==> src/inc/dbl_pkg.sv <==
// Purpose: Constants and carrier types for the bay lock and power pin block.
// Assumes: pclk at 200 MHz; APB register access; two device bays.
// Notes: Register offsets are byte addresses of aligned 32-bit words.
// How it works
// - Mode pin low: each interlock output follows its bay's lock control bit.
// - Level mode: active lock floats the open-drain pin, inactive drives low.
// - Mode pin high: lock bit falling one-to-zero drives pin low one interval.
// - Unlock interval picked by timing register: 120 ms, 500 ms, 1 s, 2 s.
// - Power output is active high; asserted enables enumeration power.
// - Power output follows the bay's power control bit.
// - Low on a removal request input means removal requested for that bay.
// - Removal request is debounced; its assertion raises a host interrupt.
// - Low on security lock status means lock present; high means absent.
// - Serial clock runs at most 100 kHz; faster edges are flagged.
// - Interrupt is active low and holds until software writes one.
// - After reset lock bit is one only if mode low and default pin high.
// - Reset pin is active high and acts after two clock samples high.
package dbl_pkg;

    localparam int NBAY = 2;
    localparam int CLK_KHZ = 200000;

    // Unlock pulse times in milliseconds and their cycle counts.
    localparam int PULSE0_MS = 120;
    localparam int PULSE1_MS = 500;
    localparam int PULSE2_MS = 1000;
    localparam int PULSE3_MS = 2000;
    localparam int PULSE0_CYC = PULSE0_MS * CLK_KHZ;
    localparam int PULSE1_CYC = PULSE1_MS * CLK_KHZ;
    localparam int PULSE2_CYC = PULSE2_MS * CLK_KHZ;
    localparam int PULSE3_CYC = PULSE3_MS * CLK_KHZ;
    localparam int PCNT_W = 29;

    // Removal request debounce time.
    localparam int DEB_MS = 100;
    localparam int DEB_CYC = DEB_MS * CLK_KHZ;
    localparam int DCNT_W = 25;

    // Shortest legal serial clock period, in cycles of pclk.
    localparam int SCL_MAX_KHZ = 100;
    localparam int SCL_CNT_W = 12;
    localparam logic [SCL_CNT_W-1:0] SCL_MIN_CYC =
        SCL_CNT_W'(CLK_KHZ / SCL_MAX_KHZ);

    // Cycles after reset before pin straps are trusted.
    // The strap synchroniser needs four edges, so loading earlier would
    // latch the reset value of the strap instead of the pin.
    localparam logic [2:0] BOOT_CYC = 3'h6;

    // Register map.
    localparam int ADDR_W = 8;
    localparam logic [ADDR_W-1:0] OFS_CTRL = 8'h00;
    localparam logic [ADDR_W-1:0] OFS_TIMING = 8'h04;
    localparam logic [ADDR_W-1:0] OFS_STATUS = 8'h08;
    localparam logic [ADDR_W-1:0] OFS_MASK = 8'h0C;
    localparam logic [ADDR_W-1:0] OFS_PINS = 8'h10;

    // Field positions.
    localparam int CTRL_LOCK_LSB = 0;
    localparam int CTRL_PWR_LSB = 2;
    localparam int TIM_W = 2;
    localparam logic [TIM_W-1:0] TIM_RST = 2'h0;
    localparam int ST_W = 3;
    localparam int ST_REM_LSB = 0;
    localparam int ST_SCL_BIT = 2;
    localparam int PIN_REM_LSB = 0;
    localparam int PIN_SL_LSB = 2;
    localparam int PIN_PULSE_LSB = 4;
    localparam int PIN_LOCK_LSB = 6;
    localparam int PIN_PWR_LSB = 8;
    localparam int PIN_MODE_BIT = 10;

    // Positions of the asynchronous inputs in the synchroniser vector.
    localparam int IN_REM = 0;
    localparam int IN_SL = 2;
    localparam int IN_LCK = 4;
    localparam int IN_PWR = 6;
    localparam int IN_MODE = 8;
    localparam int IN_DEF = 9;
    localparam int IN_RST = 10;
    localparam int IN_SCL = 11;
    localparam int IN_W = 12;

    typedef struct packed {
        logic [ADDR_W-1:0] paddr;
        logic psel;
        logic penable;
        logic pwrite;
        logic [31:0] pwdata;
        logic [3:0] pstrb;
    } dbl_apb_req_t;

    typedef struct packed {
        logic [31:0] prdata;
        logic pready;
        logic pslverr;
    } dbl_apb_rsp_t;

endpackage

==> src/hw/dbl_in.sv <==
// Purpose: Three-stage input synchroniser with an optional stable-time filter.
// Assumes: pin_async is asynchronous to pclk.
// Notes: With DEB_CYC of zero the level follows the agreed samples at once.
`timescale 1ns/1ps
module dbl_in #(
    parameter int DEB_CYC = 0,
    parameter int CNT_W = 25,
    parameter logic RST_VAL = 1'b0
) (
    input wire logic pclk,
    input wire logic presetn,
    input wire logic pin_async,
    output logic level
);
    import dbl_pkg::*;

    localparam logic [CNT_W-1:0] LIM =
        (DEB_CYC > 0) ? CNT_W'(DEB_CYC - 1) : '0;

    typedef struct packed {
        logic s1;
        logic s2;
        logic s3;
        logic lvl;
        logic [CNT_W-1:0] cnt;
    } dbl_in_st_t;

    dbl_in_st_t r, n;

    if (DEB_CYC < 0 || DEB_CYC > (2 ** CNT_W)) begin : g_chk
        $error("dbl_in: DEB_CYC does not fit the counter");
    end

    // Only s2 reads s1; a change counts once s2 and s3 agree.
    always_comb begin
        n = r;
        n.s1 = pin_async;
        n.s2 = r.s1;
        n.s3 = r.s2;
        if (r.s2 == r.s3 && r.s3 != r.lvl) begin
            if (r.cnt >= LIM) begin
                n.lvl = r.s3;
                n.cnt = '0;
            end else begin
                n.cnt = CNT_W'(r.cnt + 1'b1);
            end
        end else begin
            n.cnt = '0;
        end
    end

    // Samples reset to the pin's idle level so no false edge follows reset.
    always_ff @(posedge pclk or negedge presetn) begin
        if (!presetn) begin
            r <= '0;
            r.s1 <= RST_VAL;
            r.s2 <= RST_VAL;
            r.s3 <= RST_VAL;
            r.lvl <= RST_VAL;
        end else begin
            r <= n;
        end
    end

    assign level = r.lvl;

endmodule

==> src/hw/dbl_top.sv <==
// Purpose: Bay interlock, power enable, removal request and lock status pins.
// Assumes: APB slave on pclk; every pin input is asynchronous to pclk.
// Notes: Open-drain pins drive low only; out is always zero, oe drives it.
`timescale 1ns/1ps
module dbl_top #(
    parameter int P0_CYC = dbl_pkg::PULSE0_CYC,
    parameter int P1_CYC = dbl_pkg::PULSE1_CYC,
    parameter int P2_CYC = dbl_pkg::PULSE2_CYC,
    parameter int P3_CYC = dbl_pkg::PULSE3_CYC,
    parameter int DEB_CYC = dbl_pkg::DEB_CYC
) (
    input wire logic pclk,
    input wire logic presetn,
    input wire dbl_pkg::dbl_apb_req_t apb_req,
    output dbl_pkg::dbl_apb_rsp_t apb_rsp,
    input wire logic [dbl_pkg::NBAY-1:0] removal_request_n,
    input wire logic [dbl_pkg::NBAY-1:0] security_lock_status_n,
    input wire logic lock_mode_sel,
    input wire logic interlock_default_pin,
    input wire logic bay_reset_pin,
    input wire logic smb_clk_in,
    input wire logic [dbl_pkg::NBAY-1:0] interlock_in,
    output logic [dbl_pkg::NBAY-1:0] interlock_out,
    output logic [dbl_pkg::NBAY-1:0] interlock_oe,
    input wire logic [dbl_pkg::NBAY-1:0] bay_power_in,
    output logic [dbl_pkg::NBAY-1:0] bay_power_out,
    output logic [dbl_pkg::NBAY-1:0] bay_power_oe,
    output logic irq_n
);
    import dbl_pkg::*;

    typedef struct packed {
        logic [2:0] boot_cnt;
        logic boot_done;
        logic [NBAY-1:0] lock_ctrl;
        logic [NBAY-1:0] pwr_ctrl;
        logic [NBAY-1:0] rem_prev;
        logic [TIM_W-1:0] tim_sel;
        logic [ST_W-1:0] status;
        logic [ST_W-1:0] mask;
        logic [NBAY-1:0][PCNT_W-1:0] pulse_cnt;
        logic scl_prev;
        logic scl_seen;
        logic [SCL_CNT_W-1:0] scl_cnt;
        logic [NBAY-1:0] drv_low;
        logic [NBAY-1:0] lock_oe;
        logic [NBAY-1:0] pwr_oe;
        logic irq_n;
        dbl_apb_rsp_t rsp;
    } dbl_top_st_t;

    dbl_top_st_t r, n;
    logic [IN_W-1:0] pins_async;
    logic [IN_W-1:0] pins_q;
    logic [NBAY-1:0] rem_q, sl_q;
    logic mode_q, def_q, rst_q, scl_q;
    logic access, take, wr;
    logic [ST_W-1:0] ev, clr;

    // Refuse counts that overflow the pulse counter.
    if (P0_CYC < 1 || P1_CYC < 1 || P2_CYC < 1 || P3_CYC < 1 ||
        P3_CYC >= (2 ** PCNT_W) || P2_CYC >= (2 ** PCNT_W) ||
        P1_CYC >= (2 ** PCNT_W) || P0_CYC >= (2 ** PCNT_W)) begin : g_chk
        $error("dbl_top: pulse count out of range");
    end

    // Selected unlock pulse length in cycles.
    function automatic logic [PCNT_W-1:0] pulse_len(
        input logic [TIM_W-1:0] sel
    );
        case (sel)
            2'h0: pulse_len = PCNT_W'(P0_CYC);
            2'h1: pulse_len = PCNT_W'(P1_CYC);
            2'h2: pulse_len = PCNT_W'(P2_CYC);
            default: pulse_len = PCNT_W'(P3_CYC);
        endcase
    endfunction

    assign pins_async = {smb_clk_in, bay_reset_pin, interlock_default_pin,
                         lock_mode_sel, bay_power_in, interlock_in,
                         security_lock_status_n, removal_request_n};

    // One synchroniser per pin; only removal requests get the long filter.
    for (genvar g = 0; g < IN_W; g++) begin : g_in
        dbl_in #(
            .DEB_CYC((g >= IN_REM && g < IN_REM + NBAY) ? DEB_CYC : 0),
            .CNT_W(DCNT_W),
            .RST_VAL((g < IN_LCK) ? 1'b1 : 1'b0)
        ) u_in (
            .pclk(pclk),
            .presetn(presetn),
            .pin_async(pins_async[g]),
            .level(pins_q[g])
        );
    end

    assign rem_q = pins_q[IN_REM +: NBAY];
    assign sl_q = pins_q[IN_SL +: NBAY];
    assign mode_q = pins_q[IN_MODE];
    assign def_q = pins_q[IN_DEF];
    assign rst_q = pins_q[IN_RST];
    assign scl_q = pins_q[IN_SCL];

    // A request completes on the edge where pready is already high.
    assign access = apb_req.psel & apb_req.penable;
    assign take = access & r.rsp.pready;
    assign wr = take & apb_req.pwrite & apb_req.pstrb[0];

    // Whole next-state computation.
    always_comb begin
        n = r;
        ev = '0;
        clr = '0;
        n.rsp.pready = access & ~r.rsp.pready;
        n.rsp.pslverr = 1'b0;
        n.rsp.prdata = '0;
        // Read data are loaded as pready rises so they stand when sampled.
        if (access && !r.rsp.pready) begin
            case (apb_req.paddr)
                OFS_CTRL: begin
                    n.rsp.prdata[CTRL_LOCK_LSB +: NBAY] = r.lock_ctrl;
                    n.rsp.prdata[CTRL_PWR_LSB +: NBAY] = r.pwr_ctrl;
                end
                OFS_TIMING: n.rsp.prdata[TIM_W-1:0] = r.tim_sel;
                OFS_STATUS: n.rsp.prdata[ST_W-1:0] = r.status;
                OFS_MASK: n.rsp.prdata[ST_W-1:0] = r.mask;
                OFS_PINS: begin
                    n.rsp.prdata[PIN_REM_LSB +: NBAY] = ~rem_q;
                    n.rsp.prdata[PIN_SL_LSB +: NBAY] = ~sl_q;
                    for (int b = 0; b < NBAY; b++) begin
                        n.rsp.prdata[PIN_PULSE_LSB + b] =
                            (r.pulse_cnt[b] != '0);
                    end
                    n.rsp.prdata[PIN_LOCK_LSB +: NBAY] = pins_q[IN_LCK +: NBAY];
                    n.rsp.prdata[PIN_PWR_LSB +: NBAY] = pins_q[IN_PWR +: NBAY];
                    n.rsp.prdata[PIN_MODE_BIT] = mode_q;
                end
                default: n.rsp.pslverr = 1'b1;
            endcase
        end
        // Register writes.
        if (wr) begin
            case (apb_req.paddr)
                OFS_CTRL: begin
                    n.lock_ctrl = apb_req.pwdata[CTRL_LOCK_LSB +: NBAY];
                    n.pwr_ctrl = apb_req.pwdata[CTRL_PWR_LSB +: NBAY];
                end
                OFS_TIMING: n.tim_sel = apb_req.pwdata[TIM_W-1:0];
                OFS_STATUS: clr = apb_req.pwdata[ST_W-1:0];
                OFS_MASK: n.mask = apb_req.pwdata[ST_W-1:0];
                default: ;
            endcase
        end
        // Debounced removal request going low is the interrupt event.
        n.rem_prev = rem_q;
        ev[ST_REM_LSB +: NBAY] = r.rem_prev & ~rem_q;
        // Serial clock edges closer than the legal period are flagged.
        n.scl_prev = scl_q;
        if (scl_q && !r.scl_prev) begin
            ev[ST_SCL_BIT] = r.scl_seen
                && (r.scl_cnt < SCL_MIN_CYC);
            n.scl_cnt = '0;
            n.scl_seen = 1'b1;
        end else if (r.scl_cnt < SCL_MIN_CYC) begin
            n.scl_cnt = SCL_CNT_W'(r.scl_cnt + 1'b1);
        end
        // A new event beats a clear in the same cycle.
        n.status = (r.status & ~clr) | ev;
        // Reset pin and start-up: defaults reload, strap sampled after settling.
        if (rst_q) begin
            n.boot_cnt = '0;
            n.boot_done = 1'b0;
            n.lock_ctrl = '0;
            n.pwr_ctrl = '0;
            n.tim_sel = TIM_RST;
            n.status = '0;
            n.mask = '0;
        end else if (!r.boot_done) begin
            n.boot_cnt = 3'(r.boot_cnt + 1'b1);
            n.pwr_ctrl = '0;
            if (r.boot_cnt == BOOT_CYC - 3'h1) begin
                n.boot_done = 1'b1;
                n.lock_ctrl = {NBAY{~mode_q & def_q}};
            end
        end
        // Interlock: level follow or timed unlock pulse per bay.
        for (int b = 0; b < NBAY; b++) begin
            if (!mode_q || rst_q) begin
                n.pulse_cnt[b] = '0;
            end else if (r.boot_done && r.lock_ctrl[b] && !n.lock_ctrl[b]) begin
                n.pulse_cnt[b] = pulse_len(r.tim_sel);
            end else if (r.pulse_cnt[b] != '0) begin
                n.pulse_cnt[b] = PCNT_W'(r.pulse_cnt[b] - 1'b1);
            end
            n.lock_oe[b] = mode_q ? (n.pulse_cnt[b] != '0)
                                  : ~n.lock_ctrl[b];
        end
        // Power pin floats high when enabled and is pulled low otherwise.
        n.pwr_oe = ~n.pwr_ctrl;
        n.drv_low = '0;
        n.irq_n = ~|(n.status & n.mask);
    end

    // Reset leaves both pins driven low: unlocked and unpowered.
    always_ff @(posedge pclk or negedge presetn) begin
        if (!presetn) begin
            r <= '0;
            r.lock_oe <= '1;
            r.pwr_oe <= '1;
            r.irq_n <= 1'b1;
        end else begin
            r <= n;
        end
    end

    assign apb_rsp = r.rsp;
    assign interlock_out = r.drv_low;
    assign interlock_oe = r.lock_oe;
    assign bay_power_out = r.drv_low;
    assign bay_power_oe = r.pwr_oe;
    assign irq_n = r.irq_n;
endmodule

==> config.mk <==
export PLATFORM = sky130hd
export DESIGN_NAME = dbl_top
export DESIGN_NICKNAME = d
export VERILOG_FILES = /design/src/inc/dbl_pkg.sv /design/src/hw/dbl_in.sv /design/src/hw/dbl_top.sv
export SDC_FILE = /design/constraint.sdc
export NUM_CORES = 1
export LEC_CHECK = 0
export BUFFER_PORTS_ARGS = -buffer_cell sky130_fd_sc_hd__buf_2
export CELL_PAD_IN_SITES_DETAIL_PLACEMENT = 1
export CELL_PAD_IN_SITES_GLOBAL_PLACEMENT = 1
export CORE_ASPECT_RATIO = 0.7
export CORE_MARGIN = 5
export CORE_UTILIZATION = 34
export CTS_CLUSTER_DIAMETER = 150
export DETAILED_ROUTE_END_ITERATION = 12
export PLACE_DENSITY_LB_ADDON = 0.12
export RECOVER_POWER = 50
export SLEW_MARGIN = 20
export SYNTH_ARGS = -nofsm -noshare
export SYNTH_HDL_FRONTEND = slang
export SYNTH_HIERARCHICAL = 1
export SYNTH_SLANG_ARGS = --single-unit
==> constraint.sdc <==
create_clock -name pclk -period 2.86 [get_ports pclk]
set_clock_uncertainty 0.05 [all_clocks]
set_input_delay 0.286 -clock pclk [delete_from_list [all_inputs] [get_ports pclk]]
set_output_delay 0.286 -clock pclk [all_outputs]
set_load 0.05 [all_outputs]
# --- Word level (Yosys, flattened, before mapping) ---
# Cells that the tools add are included.
op_classes:
  n_eq_ne: 32
  n_addsub: 16
  n_mux: 55
  bitwise: 18
  n_reduce_logical: 50
  magnitude_cmp: 13
ops:
  columns: ["cell", "count"]
  rows:
  - ["25-bit two-way mux", 24]
  - ["25-bit by 1-bit adder with 25-bit output, second input constant", 12]
  - ["25-bit by 1-bit greater-or-equal comparator with 1-bit output, second input constant", 10]
  - ["29-bit two-way mux", 6]
  - ["29-bit nonzero test", 4]
  - ["29-bit case mux with 3 select lines", 1]
  - ["29-bit by 1-bit subtractor with 29-bit output, second input constant", 2]
  - ["25-bit greater-or-equal comparator, second input constant", 2]
  - ["2-bit AND reduction", 13]
  - ["12-bit two-way mux", 2]
  - ["8-bit two-way mux", 3]
  - ["1-bit logical AND", 19]
  - ["8-bit by 4-bit equality test with 1-bit output, second input constant", 2]
  - ["3-bit two-way mux", 5]
  - ["12-bit by 1-bit adder with 12-bit output, second input constant", 1]
  - ["1-bit equality test", 12]
  - ["12-bit by 11-bit less-than comparator with 1-bit output, second input constant", 1]
  - ["1-bit != test", 12]
  - ["11-bit two-way mux", 1]
  - ["2-bit case mux with 5 select lines", 1]
  - ["8-bit by 3-bit equality test with 1-bit output, second input constant", 1]
  - ["8-bit by 5-bit equality test with 1-bit output, second input constant", 1]
  - ["8-bit logical NOT", 1]
  - ["4-bit two-way mux", 2]
  - ["23 further kinds", 46]
totals:
  in_bits: 61
  out_inout_bits: 43
  word_cells: 263
  ff_bits: 456

# --- Depth between registers and ports, before layout ---
logic_depth:
  ltp_word: 14
  depth_mapped: 12
  depth_no_buf: 10

# --- Cells and area by module ---
# The synthesis kept the hierarchy.
modules_own_cells:
  columns: ["module", "area_each_um2", "seq_area_each_um2", "cells_each", "instances"]
  rows:
  - ["dbl_top", 6328.6, 2708.8, 680, 1]
  - ["dbl_in (g_in[0].u_in ...)", 1437.6, 730.7, 148, 2]
  - ["dbl_in (g_in[10].u_in ...)", 111.4, 100.1, 5, 8]
  - ["dbl_in (g_in[2].u_in ...)", 116.4, 105.1, 5, 2]

# --- Least setup slack after synthesis ---
# Ideal clock, no wire load.
synth_timing:
  path_type: "reg-to-reg"
  startpoint: "register r[57] (netlist name)"
  endpoint: "register r, in the netlist interlock_oe[0]"
  arrival_ps: 2806
  slack_ps: -89
  required_ps: 2717
  stages_incl_launch_ff: 9
  period_less_slack_ps: 2949
  cell_sequence: "dfrtp_1 -> or4_4 -> or3_1 -> a311o_1 -> o31ai_1 -> a21oi_1 -> or4_1 -> nor4_2 -> a32oi_1"
synth_lines:
  columns: ["item", "line", "rtl"]
  rows:
  - ["end signal, assigned", "dbl_top.sv:212", "r <= n;"]
  - ["end, declared", "dbl_top.sv:52", "dbl_top_st_t r, n;"]

==> results.md <==
- Status: finished, violations left
- Failing checks: max-capacitance violations, max-slew violations, negative setup slack
- Commonest non-fill, non-tap cell in the layout: dfrtp_1
- PnR worst setup slack: -0.202 ns
- Pre-CTS setup slack: -0.476 ns
- Root Buffer: clkbuf_16
- Peak fanout along the critical path: 3
- CTS Buf Count: 23
- Fillers: 3,420
- Yosys cell types: 74
- Pin count of the biggest net entering global routing: 78
- Vias per cell: 5.03
- RSZ-0062 raised after global routing: yes
- Placed Cells: 1,603
- Yosys synthesis warning count: 6
- CP Cell Sequence: or4_4, nor4_4, buf_4, a311o_1, xor2_1, a21oi_1, or4_1, nor4_2, a32oi_1
- # diodes: 0
- Post-DP Area: 0.0120 sq mm
- First drt pass iteration count: 4
- Clk buf depth: 3
- Pwr Density: 1160 mW/mm^2
- Non-Filler Instances: 1,678
- Seq cells post-synth: 206
- Total die area: 0.0340 sq mm
- Clock Sinks: 206
- Final slew viol count: 77
- First-pass GRT wire length: 49,100 um
- Startpoint Class: register
- FMAX: 327 MHz
- Clock Pin Slew Worst Setup and Hold Paths: 0.06 ns
- Crit-path slowest cell: or4_4
- DRC viols: 0
- Placer's final routability congestion estimate: 0.852
- TNS Setup: -0.328 ns
- Setup CP Type: register to register
- DR WL/cell: 18.3 um
- Number of top-level pins: 104
- TritonCTS clock tree: built
- Commonest register cell after synthesis: dfrtp_1
- Final Cycle Share: 107%
- Critical path arrival: 3.44 ns
- Initial Utilization: 34.5%
- Hold depth: 3
- Die W: 218 um
- Delay of the slowest cell on the worst path: 0.56 ns
- Final min period: 3.06 ns
- Detailed placement HPWL: 22,500 um
- Synth Cell Area: 0.0103 sq mm
- Number of synthesized flops with an enable pin: 0
- DR vias: 8,436
- Peak VDD IR: 865 uV
- Total Routing Usage GR: 18.0%
- Most frequent cells in the layout: dfrtp_1 (185), buf_4 (174), nor2_1 (144)
- Layout overhead on the synthesized area: 29.4%
- Core ar.: 0.0300 sq mm
- Mean Syn Cell Area: 10.1 sq um
- H-tree Lvls: 1
- Synth async-reset ratio: 100%
- CP endpoint kind: register
- # rows: 53
- Leakage Power: 5.99 nW
- Count of final hold-check violations: 0
- Required @ worst endpoint: 3.23 ns
- Die Height: 156 um
- Skew-Pair Late Insertion Delay: 0.54 ns
- Mapped Cells: 1,026
- Worst Hold Class: input port to register
- Post-DRT Antenna Nets: 0
- Finished Cell Area: 0.0134 sq mm
- R2R setup slack: -0.20 ns
- WL final: 30,800 um
- Final setup vio count: 2
- Initial antenna violation count: 0
- Seq/Total Area, Yosys: 50.2%
- Slew @ Worst Pin: 2.06 ns
- Hold WS: 0.0585 ns
- Global route total overflow: 0
- Max_slew headroom: -37.4%
- Share of cells above drive strength 1: 28.3%
- NumNets Final: 1,325
- Port Buffer Count: 47
- Max Cap Violations: 1
- DRT iter0 DRCs: 454
- Worst reg-to-reg path cell count: 9
- Vias in the first global route: 8,626
==> layout make-up <==
cell class                      count  area [sq um]  area share, %
Tap cell                          412           515           3.86
Timing Repair Buffer              245          1810           13.6
Inverter                           27           101          0.758
Multi-Input combinational cell    747          4940           37.0
Clock inverter                      8           139           1.04
Clock buffer                       33           673           5.04
Sequential cell                   206          5180           38.8
==> where the power goes <==
group | switching [mW] | internal (mW) | total, mW
Clock | 1.25 | 1.92 | 3.17
Combinational | 4.66 | 4.15 | 8.81
Sequential | 0.282 | 3.27 | 3.55
Total | 6.19 | 9.34 | 15.5
==> cells by family (layout without fill, tap and decap cells) <==
logic type	count (synthesis)	count (layout)	synth area share [%]
AOI/OAI and AO/OA	163	163	10.9
xor gates and xnor gates	82	82	6.95
adders and majority gates	24	24	2.79
buffers and inverters	97	313	5.38
DFF	206	206	50.2
muxes	13	13	1.26
other	1	25	0.0363
and+or+nand+nor	440	440	22.5
==> layer usage <==
metal | up-vias | wire (um) | GRT usage, %
met2 | 111 | 12500 | 24.6
met3 | 26 | 1380 | 3.41
met5 | - | 0 | 0
li1 | 4036 | - | -
met4 | 0 | 458 | 3.08
met1 | 4263 | 16500 | 29.5
==> path summary, 6_finish.rpt <==
check                                          end               start
max in group asynchronous              apb_rsp[11]             presetn
worst max-delay path               interlock_oe[0]               r[62]
worst min register to register  g_in[6].u_in/n[26]  g_in[6].u_in/n[27]
min in group asynchronous                    r[56]             presetn
worst min-delay path                        r[115]          apb_req[6]
worst max register to register     interlock_oe[0]               r[62]
==> registers in the layout, summed over array words and instances (netlist names) <==
name	flops
apb_rsp	13
interlock_oe	2
r	90
g_in.u_in/n	24
g_in.u_in/r	62
bay_power_oe	2
g_in.u_in/level	12
irq_n	1
==> timing repair <==
action                                  in CTS  in global routing
pin swaps                                   11                 17
setup buffers                                6                 15
endpoints found under the setup margin       4                  5
hold buffers                                13                  0
resized for setup                           21                 31
endpoints found under the hold margin       85                  0
==> worst max-delay path: cells and delay by family (launching register included) <==
| family | cells | cell delay (ns) |
|---|---|---|
| buffers and inverters | 1 | 0.17 |
| flip-flops | 1 | 0.40 |
| AO/OA/AOI/OAI | 3 | 0.54 |
| AND/OR/NAND/NOR | 4 | 1.60 |
| XOR/XNOR | 1 | 0.21 |
==> stage by stage <==
step,power (mW),utilization [%]
2_1_floorplan,7.42,-
3_3_place_gp,11.0,40.1
3_5_place_dp,11.0,40.1
4_1_cts,14.8,43.7
5_1_grt,16.4,44.6
6_report,15.5,44.6
==> cell usage after synthesis (10+ instances only) <==
| cell | n | share of area, % |
|---|---|---|
| or2_2 | 12 | 0.73 |
| a21oi_1 | 38 | 1.8 |
| nor4_1 | 25 | 1.5 |
| buf_4 | 42 | 3.1 |
| nor3_1 | 42 | 2.0 |
| xnor2_1 | 41 | 3.5 |
| o21ai_0 | 30 | 1.5 |
| and3_1 | 15 | 0.91 |
| xor2_1 | 41 | 3.5 |
| maj3_2 | 10 | 1.1 |
| nand3_1 | 33 | 1.6 |
| a31oi_1 | 19 | 1.2 |
| inv_1 | 27 | 0.98 |
| nand4_1 | 19 | 1.2 |
| ha_1 | 14 | 1.7 |
| mux2i_1 | 13 | 1.3 |
| or3_1 | 19 | 1.2 |
| nor2_1 | 147 | 5.3 |
| clkbuf_1 | 16 | 0.58 |
| dfrtp_1 | 185 | 45 |
| o31ai_1 | 12 | 0.87 |
| dfstp_2 | 21 | 5.3 |
| nand2_1 | 64 | 2.3 |
Note: power is estimated with default switching activity, not from simulation.
